**config.mk**
```make
export PLATFORM = sky130hd
export DESIGN_NAME = rhs_device_flat
export DESIGN_NICKNAME = d
export VERILOG_FILES = /design/src/rhs_pkg.sv /design/src/rhs_if.sv /design/src/rhs_sync.sv /design/src/rhs_device.sv /design/src/flat_wrapper.sv
export SDC_FILE = /design/constraint.sdc
export NUM_CORES = 1
export LEC_CHECK = 0
export BUFFER_PORTS_ARGS = -buffer_cell sky130_fd_sc_hd__buf_4
export CORE_ASPECT_RATIO = 0.9
export CORE_MARGIN = 8
export CORE_UTILIZATION = 53
export DETAILED_ROUTE_END_ITERATION = 12
export HOLD_SLACK_MARGIN = 0.03
export PLACE_DENSITY = 0.8
export SLEW_MARGIN = 20
export SYNTH_ARGS = -nofsm -noshare
export SYNTH_HDL_FRONTEND = slang
export SYNTH_HIERARCHICAL = 1
export SYNTH_SLANG_ARGS = --single-unit
```
**constraint.sdc**
```tcl
create_clock -name core_clk -period 2.35 [get_ports core_clk]
set_clock_uncertainty 0.1 [all_clocks]
set_input_delay 0.705 -clock core_clk [delete_from_list [all_inputs] [get_ports core_clk]]
set_output_delay 0.705 -clock core_clk [all_outputs]
set_load 0.01 [all_outputs]
```
**src/rhs_pkg.sv**
```systemverilog
// Shared constants and types for the radio host serial link
package rhs_pkg;
    // Byte geometry
    localparam int          BYTE_W        = 8;
    localparam int          BIT_CNT_W     = 3;
    localparam logic [2:0]  LAST_BIT      = 3'h7;
    // Command byte fields
    localparam int          CMD_REG_BIT   = 7;
    localparam int          CMD_WR_BIT    = 6;
    localparam int          CMD_FB_BIT    = 5;
    localparam int          ADDR_W        = 6;
    // Reset value of the radio state byte
    localparam logic [7:0]  STATE_RST     = 8'h00;
    // Filler byte a master sends when it only reads
    localparam logic [7:0]  FILLER        = 8'h00;
    // Serial clock divider for the master: half period in core cycles
    localparam logic [7:0]  SCLK_HALF_DEF = 8'h04;

    // Access targets; the command byte decodes all but the cipher target
    typedef enum logic [1:0] {
        RHS_TGT_REG,
        RHS_TGT_FBUF,
        RHS_TGT_SRAM,
        RHS_TGT_CIPHER
    } rhs_target_t;
endpackage

```
**src/rhs_if.sv**
```systemverilog
// Serial link and side-band lines between host and radio
`timescale 1ns/1ps
interface rhs_if;
    logic chip_en_n;
    logic sclk;
    logic mosi;
    logic miso_o;
    logic miso_oe;
    logic dev_rst_n;
    logic irq;
    logic timestamp_pin;
    logic sleep_transmit_ctrl;
    logic radio_clock_out;
    // Resolved MISO level; the host keeps it defined with a pull-up
    wire  miso = miso_oe ? miso_o : 1'b1;

    modport device (
        input  chip_en_n, sclk, mosi, dev_rst_n, sleep_transmit_ctrl,
        output miso_o, miso_oe, irq, timestamp_pin, radio_clock_out
    );
    modport host (
        output chip_en_n, sclk, mosi, dev_rst_n, sleep_transmit_ctrl,
        input  miso, irq, timestamp_pin, radio_clock_out
    );
endinterface

```
**src/rhs_sync.sv**
```systemverilog
// Two-flop synchroniser for a group of asynchronous inputs
`timescale 1ns/1ps
module rhs_sync #(
    parameter int           W    = 1,
    parameter logic [W-1:0] IDLE = '0
) (
    // Clock and reset
    input  wire logic         core_clk,
    input  wire logic         rst,
    // Data
    input  wire logic [W-1:0] d,
    output logic      [W-1:0] q
);
    typedef struct packed {
        logic [W-1:0] s1;
        logic [W-1:0] s2;
    } rhs_sync_t;

    rhs_sync_t st;
    rhs_sync_t next_st;

    // First stage feeds only the second stage
    always_comb begin
        next_st.s1 = d;
        next_st.s2 = st.s1;
        // Reset to the pins' idle levels so no false edge or select follows reset
        if (rst) begin
            next_st.s1 = IDLE;
            next_st.s2 = IDLE;
        end
    end

    always_ff @(posedge core_clk) begin
        st <= next_st;
    end

    assign q = st.s2;
endmodule

```
**src/rhs_device.sv**
```systemverilog
// Radio end of the host serial link: slave shift logic and command decode
// Operation
// - Master lowers chip enable before clocking
// - Eight serial clocks move one byte
// - Device shifts a byte out meanwhile
// - Master sends filler to read
// - Bytes travel most significant bit first
// - Chip enable high ends the access
// - Register access two bytes, buffers longer
// - MISO driven only while chip enabled
// - First bit at select, advance on fall
// - Master keeps MISO level defined
// - Driver also on under select plus reset
// - MOSI sampled on serial clock rise
// - Asynchronous serial clock at most 7.5MHz
// - Clock from radio output means synchronous
// - Radio clock output may be stopped
// - Four targets: registers, buffer, SRAM, cipher; the decode never selects cipher
// - Sleep/transmit line acts by state
// - Interrupt line doubles as buffer-empty flag
// - Reset and chip enable active low
// - Timestamp pin marks receive start or retry
// - First byte is command byte
// - First returned byte is radio state
`timescale 1ns/1ps
module rhs_device #(
    parameter logic [7:0] CLK_DIV_HALF = 8'h02
) (
    // Clock and reset
    input  wire logic                    core_clk,
    input  wire logic                    rst,
    // Link
    rhs_if.device                        link,
    // Access request to the radio core
    output logic                         acc_valid,
    output logic                         acc_write,
    output rhs_pkg::rhs_target_t         acc_target,
    output logic [rhs_pkg::ADDR_W-1:0]   acc_addr,
    output logic [rhs_pkg::BYTE_W-1:0]   acc_wdata,
    output logic                         acc_first,
    input  wire logic [rhs_pkg::BYTE_W-1:0] acc_rdata,
    output logic                         acc_end,
    // Radio core status and events
    input  wire logic [rhs_pkg::BYTE_W-1:0] radio_state_byte,
    input  wire logic                    irq_event,
    input  wire logic                    fbuf_empty,
    input  wire logic                    fbuf_empty_mode,
    input  wire logic                    rx_start,
    input  wire logic                    tx_frame,
    input  wire logic                    auto_retry_transmit,
    input  wire logic                    clk_out_en,
    // Sleep/transmit line as seen by the radio core
    output logic                         sleep_transmit_rise,
    output logic                         sleep_transmit_level,
    output logic                         dev_reset
);
    typedef enum logic [1:0] {
        ST_IDLE,
        ST_CMD,
        ST_DATA
    } rhs_phase_t;

    typedef struct packed {
        rhs_phase_t                        phase;
        logic                              sclk_d;
        logic                              slp_d;
        logic [rhs_pkg::BIT_CNT_W-1:0]     bit_cnt;
        logic [rhs_pkg::BYTE_W-1:0]        rx_sh;
        logic [rhs_pkg::BYTE_W-1:0]        tx_sh;
        logic                              is_write;
        rhs_pkg::rhs_target_t              target;
        logic [rhs_pkg::ADDR_W-1:0]        addr;
        logic                              first_data;
        logic                              valid;
        logic [rhs_pkg::BYTE_W-1:0]        wdata;
        logic                              ended;
        logic                              slp_rise;
        logic [7:0]                        div_cnt;
        logic                              clk_out;
    } rhs_dev_t;

    rhs_dev_t st;
    rhs_dev_t next_st;
    logic     sel_n_s;
    logic     sclk_s;
    logic     mosi_s;
    logic     rst_n_s;
    logic     slp_s;

    // Every pin from the host is resynchronised before use
    rhs_sync #(.W(5), .IDLE({1'b1, 1'b0, 1'b0, 1'b1, 1'b0})) u_sync (
        .core_clk (core_clk),
        .rst      (rst),
        .d        ({link.chip_en_n, link.sclk, link.mosi, link.dev_rst_n, link.sleep_transmit_ctrl}),
        .q        ({sel_n_s, sclk_s, mosi_s, rst_n_s, slp_s})
    );

    // Map command byte onto access target
    function automatic rhs_pkg::rhs_target_t decode_target(input logic [7:0] cmd);
        if (cmd[rhs_pkg::CMD_REG_BIT]) begin
            decode_target = rhs_pkg::RHS_TGT_REG;
        end else if (cmd[rhs_pkg::CMD_FB_BIT]) begin
            decode_target = rhs_pkg::RHS_TGT_FBUF;
        end else begin
            decode_target = rhs_pkg::RHS_TGT_SRAM;
        end
    endfunction

    // Serial shift engine, command decode and side-band logic
    always_comb begin
        logic [7:0] rx_full;
        logic       rise;
        logic       fall;
        next_st          = st;
        rx_full          = {st.rx_sh[6:0], mosi_s};
        rise             = sclk_s && !st.sclk_d;
        fall             = !sclk_s && st.sclk_d;
        next_st.sclk_d   = sclk_s;
        next_st.slp_d    = slp_s;
        next_st.slp_rise = slp_s && !st.slp_d;
        next_st.valid    = 1'b0;
        next_st.ended    = 1'b0;
        // First-access marker stays up through the first request only
        if (st.valid) begin
            next_st.first_data = 1'b0;
        end
        // Free-running divided radio clock; may be gated off by the core
        if (st.div_cnt >= CLK_DIV_HALF - 8'h01) begin
            next_st.div_cnt = 8'h00;
            next_st.clk_out = !st.clk_out;
        end else begin
            next_st.div_cnt = st.div_cnt + 8'h01;
        end
        case (st.phase)
            ST_IDLE: begin
                if (!sel_n_s) begin
                    next_st.phase      = ST_CMD;
                    next_st.bit_cnt    = '0;
                    next_st.tx_sh      = radio_state_byte;
                    next_st.first_data = 1'b1;
                end
            end
            ST_CMD, ST_DATA: begin
                if (sel_n_s) begin
                    // Any incomplete byte is simply forgotten
                    next_st.phase = ST_IDLE;
                    next_st.ended = (st.phase == ST_DATA);
                end else begin
                    if (rise) begin
                        next_st.rx_sh   = rx_full;
                        next_st.bit_cnt = st.bit_cnt + 3'h1;
                        if (st.bit_cnt == rhs_pkg::LAST_BIT) begin
                            if (st.phase == ST_CMD) begin
                                next_st.phase    = ST_DATA;
                                next_st.is_write = rx_full[rhs_pkg::CMD_WR_BIT];
                                next_st.target   = decode_target(rx_full);
                                next_st.addr     = rx_full[rhs_pkg::ADDR_W-1:0];
                                // Read request issued early so data is ready
                                next_st.valid    = !rx_full[rhs_pkg::CMD_WR_BIT];
                            end else begin
                                next_st.wdata      = rx_full;
                                next_st.valid      = 1'b1;
                            end
                        end
                    end
                    if (fall) begin
                        if (st.bit_cnt == '0) begin
                            next_st.tx_sh = acc_rdata;
                        end else begin
                            next_st.tx_sh = {st.tx_sh[6:0], 1'b0};
                        end
                    end
                end
            end
            default: begin
                next_st.phase = ST_IDLE;
            end
        endcase
        if (rst) begin
            next_st        = '0;
            next_st.phase  = ST_IDLE;
            next_st.tx_sh  = rhs_pkg::STATE_RST;
        end
    end

    always_ff @(posedge core_clk) begin
        st <= next_st;
    end

    // Access request outputs
    assign acc_valid  = st.valid;
    assign acc_write  = st.is_write && (st.phase != ST_CMD);
    assign acc_target = st.target;
    assign acc_addr   = st.addr;
    assign acc_wdata  = st.wdata;
    assign acc_first  = st.first_data;
    assign acc_end    = st.ended;

    // MISO driver follows select, and also select with reset held
    assign link.miso_o  = st.tx_sh[7];
    assign link.miso_oe = !sel_n_s || (!sel_n_s && !rst_n_s);

    // Side-band outputs
    assign link.irq             = fbuf_empty_mode ? fbuf_empty : irq_event;
    assign link.timestamp_pin   = auto_retry_transmit ? tx_frame : rx_start;
    assign link.radio_clock_out = clk_out_en && st.clk_out;
    assign sleep_transmit_rise  = st.slp_rise;
    assign sleep_transmit_level = st.slp_d;
    assign dev_reset            = !rst_n_s;
endmodule

```
**src/flat_wrapper.sv**
```systemverilog
// flat-port wrapper written by rule: the top's interface ports become plain ports
module rhs_device_flat 
#(
    parameter logic [7:0] CLK_DIV_HALF = 8'h02
)
  (core_clk, rst, acc_valid, acc_write, acc_target, acc_addr, acc_wdata, acc_first, acc_rdata, acc_end, radio_state_byte, irq_event, fbuf_empty, fbuf_empty_mode, rx_start, tx_frame, auto_retry_transmit, clk_out_en, sleep_transmit_rise, sleep_transmit_level, dev_reset, link_chip_en_n, link_sclk, link_mosi, link_dev_rst_n, link_sleep_transmit_ctrl, link_miso_o, link_miso_oe, link_irq, link_timestamp_pin, link_radio_clock_out);
  rhs_if link_i ();
  input  wire logic core_clk;
  input  wire logic rst;
  output logic acc_valid;
  output logic acc_write;
  output rhs_pkg::rhs_target_t acc_target;
  output logic [rhs_pkg::ADDR_W-1:0] acc_addr;
  output logic [rhs_pkg::BYTE_W-1:0] acc_wdata;
  output logic acc_first;
  input  wire logic [rhs_pkg::BYTE_W-1:0] acc_rdata;
  output logic acc_end;
  input  wire logic [rhs_pkg::BYTE_W-1:0] radio_state_byte;
  input  wire logic irq_event;
  input  wire logic fbuf_empty;
  input  wire logic fbuf_empty_mode;
  input  wire logic rx_start;
  input  wire logic tx_frame;
  input  wire logic auto_retry_transmit;
  input  wire logic clk_out_en;
  output logic sleep_transmit_rise;
  output logic sleep_transmit_level;
  output logic dev_reset;
  input wire logic [$bits(link_i.chip_en_n)-1:0] link_chip_en_n;
  input wire logic [$bits(link_i.sclk)-1:0] link_sclk;
  input wire logic [$bits(link_i.mosi)-1:0] link_mosi;
  input wire logic [$bits(link_i.dev_rst_n)-1:0] link_dev_rst_n;
  input wire logic [$bits(link_i.sleep_transmit_ctrl)-1:0] link_sleep_transmit_ctrl;
  output wire logic [$bits(link_i.miso_o)-1:0] link_miso_o;
  output wire logic [$bits(link_i.miso_oe)-1:0] link_miso_oe;
  output wire logic [$bits(link_i.irq)-1:0] link_irq;
  output wire logic [$bits(link_i.timestamp_pin)-1:0] link_timestamp_pin;
  output wire logic [$bits(link_i.radio_clock_out)-1:0] link_radio_clock_out;
  assign link_i.chip_en_n = link_chip_en_n;
  assign link_i.sclk = link_sclk;
  assign link_i.mosi = link_mosi;
  assign link_i.dev_rst_n = link_dev_rst_n;
  assign link_i.sleep_transmit_ctrl = link_sleep_transmit_ctrl;
  assign link_miso_o = link_i.miso_o;
  assign link_miso_oe = link_i.miso_oe;
  assign link_irq = link_i.irq;
  assign link_timestamp_pin = link_i.timestamp_pin;
  assign link_radio_clock_out = link_i.radio_clock_out;
  rhs_device #(.CLK_DIV_HALF(CLK_DIV_HALF)) u_core (.core_clk(core_clk), .rst(rst), .link(link_i), .acc_valid(acc_valid), .acc_write(acc_write), .acc_target(acc_target), .acc_addr(acc_addr), .acc_wdata(acc_wdata), .acc_first(acc_first), .acc_rdata(acc_rdata), .acc_end(acc_end), .radio_state_byte(radio_state_byte), .irq_event(irq_event), .fbuf_empty(fbuf_empty), .fbuf_empty_mode(fbuf_empty_mode), .rx_start(rx_start), .tx_frame(tx_frame), .auto_retry_transmit(auto_retry_transmit), .clk_out_en(clk_out_en), .sleep_transmit_rise(sleep_transmit_rise), .sleep_transmit_level(sleep_transmit_level), .dev_reset(dev_reset));
endmodule
```
==> reports/results.ini <==
[grt]
overflow=0
grt_pass1_wl_mm=8.24
grt_pass1_vias=1854
grt_start_max_net_pins=55
grt_usage_pct=14.7
antenna_found_initial=0

[detailed_routing]
drc_errors=0
wl_per_cell_um=12.6
avgViaCountPerCell=4.87
drt_iter0_markers=78
finalWirelength_mm=4.86
drtAntennaViolNets=0
via_count=1875
drt_pass1_iterations=4

[cts]
cts-root-buf=clkbuf_8
cts_resized=0
cts_buffers=9
cts_setup_buffers=0
cts_htree_levels=3
clockBufferDepth=2
cts_hold_buf=0
clock_latency_ns=0.33
cts_tree=built
clk_pin_slew_ns=0.06
clock_sinks=62

[sta]
whs_ns=0.309
slew_headroom_pct=65.0
period_share_pct=89.3
worstMarginPinSlew_ns=0.526
hold_viol_final=0
drv_slew=0
setup_viol=0
rsz0062_at_grt=false
period_needed_ns=2.10
tns_ns=0
fmax_mhz=476

[synthesis]
syn_inst=270
synthTopCellsByCount=62 x dfxtp_1, 34 x nor2_1, 25 x nand2_1, 22 x buf_4, 16 x mux2i_1
synth_area_leaders=dfxtp_1 48%, buf_4 6.4%, mux2i_1 6.2%, nor2_1 4.9%, ha_1 4.4%
synth_top_cell_by_area=dfxtp_1
yosysWarnings=6
synth_top_cell_area_share_pct=48.0
synth_edf_count=0
synth-seq-area-share_pct=48.0
synth_area_per_cell_um2=9.58
synthArstFlopShare_pct=0
synth_area_um2=2590
ys_ff_latch=62
yosysMostFrequentCell=dfxtp_1
ys.flop_type=dfxtp_1
yosysUniqueCellTypes=35

[worst_hold_path]
hold_class=reg2reg
hold_path_end=u_core/u_sync/q[4]$_SDFF_PP1_
min_path_cells=1
hold_start=u_core/u_sync/st[9]$_SDFF_PP1_

[final_layout]
fill_cells=382
drive_gt1_share_pct=27.5
nets=354
diodes=0
area_growth_pct=21.8

[power]
max-vdd-ir-drop_uv=414
p_switching_w=0.000453
power_leakage_nw=1.27
p_per_area_nw_per_um2=708
swShare_pct=20.3
combPwrFrac_pct=6.2
pwr-share-clk_pct=45.0
p_seq_share_pct=48.8
p_int_w=0.00178

[setup_path]
timing.rr.end=u_core/st[33]$_SDFFE_PP0P_
arrival_ns=1.29
cpLargestDelayFamily=flip-flops
r2r_start=u_core/st[51]$_SDFFE_PP0P_
cp-start-kind=flip-flop
worstPathRequired_ns=1.54
end_kind=primary output
r2r_cells=6
cp_num_buf_inv=2
cp_max_fo=4
cpPeakStageDelay_ns=0.37
path_cells=inv_1 > ha_1 > nor2b_1 > buf_4
critPathKind=reg2out
setup.reg_to_reg.worst_slack_ns=0.26
slowest_stage=dfxtp_1

[floorplan]
die_area_um2=7370
dieWidth_um=89.6
die_h_um=82.3
io_pins=58
fp-row-count=24
core_area_um2=4770
initial_core_util_pct=54.2

[place]
gp_congestion=0.776
hpwlAfterDp_mm=3.45
io_buffers=57

[run]
cap_violations=0

[run_status]
status=completed

## area by class of cell
| class | count | area, um2 | share of cell area (%) |
|---|---|---|---|
| inverters | 10 | 37.5 | 1.19 |
| repair buffers | 62 | 465 | 14.8 |
| clock buffers | 13 | 149 | 4.73 |
| clock inverters | 3 | 67.6 | 2.14 |
| flip-flops and latches | 62 | 1240 | 39.4 |
| well taps | 65 | 81.3 | 2.58 |
| multi-input cells | 170 | 1110 | 35.2 |
## kinds of logic after synthesis
logic type	Yosys count	synth area share [%]
other	1	0.145
xor gates and xnor gates	2	0.677
buffers and inverters	42	9.72
muxes	25	10.1
DFF	62	48.0
AOI/OAI and AO/OA	36	9.24
and+or+nand+nor	93	17.8
adders and majority gates	9	4.35
## power by group through the flow
stage | Clock, W | Combinational (W) | Sequential [W]
after floorplan | 0 | 0.0000809 | 0.00111
after global placement | 0 | 0.000135 | 0.00111
after detailed placement | 0 | 0.000138 | 0.00111
after CTS | 0.00103 | 0.000139 | 0.00109
after global routing | 0.00110 | 0.000153 | 0.00109
final | 0.00100 | 0.000138 | 0.00109
## stage by stage
stage,setup WS [ns],utilization [%],instance area [um2],total power (W),std cells
after floorplan,0.505,-,2600,0.00119,274
after global placement,0.311,61.5,2930,0.00125,369
after detailed placement,0.271,61.5,2930,0.00125,369
after CTS,0.243,66.0,3150,0.00226,385
after global routing,0.0568,66.0,3150,0.00235,385
final,0.251,66.0,3150,0.00223,385
## flip-flops by register name, indices dropped and copies added, names as in the netlist, 2 cells and up
register	flops
u_core/acc_target	2
u_core/u_sync/q	5
u_core/st	30
u_core/acc_addr	6
u_core/u_sync/st	5
u_core/acc_wdata	8
## cells in the final DEF, fill, tap and decap left out, drive strengths merged, types with 2 or more instances in the layout
master   n
nor2b   12
nand3b   3
mux2i   16
a311oi   7
nand2   25
a21oi   13
and2     2
nor2    35
bufinv   2
inv      9
clkbuf  13
a22oi    2
a211oi   3
nor4b    2
o21ai    8
or2      5
conb     5
ha       9
xnor2    2
buf     62
a21o     2
mux2     9
dfxtp   62
nand2b   4
## how the worst max path moves through the flow
stage / startpoint / endpoint / slack (ns) / depth (start not counted)
after floorplan: fbuf_empty_mode / link_irq / 0.50 / 1
after global placement: auto_retry_transmit / link_timestamp_pin / 0.31 / 3
after detailed placement: u_core/st[51]$_SDFFE_PP0P_ / u_core/st[33]$_SDFFE_PP0P_ / 0.27 / 6
after CTS: u_core/st[52]$_SDFFE_PP0P_ / acc_write / 0.24 / 4
after global routing: u_core/st[51]$_SDFFE_PP0P_ / u_core/st[35]$_SDFFE_PP0P_ / 0.06 / 6
final: u_core/st[52]$_SDFFE_PP0P_ / acc_write / 0.25 / 4
## layer usage
| layer | vias up | GRT usage, % | routed length (um) |
|---|---|---|---|
| li1 | 963 | - | - |
| met1 | 859 | 15.4 | 2080 |
| met2 | 42 | 24.9 | 2420 |
| met3 | 11 | 6.92 | 281 |
| met4 | 0 | 6.14 | 83 |
| met5 | - | 0 | 0 |
## worst reg2reg max path, stage by stage (launching register included)
cell      delay, ns
dfxtp_1        0.36
inv_1          0.08
ha_1           0.40
nand2b_1       0.35
a21oi_4        0.33
nor2_1         0.09
a311oi_1       0.28
Note: power is estimated with default switching activity, not from simulation.
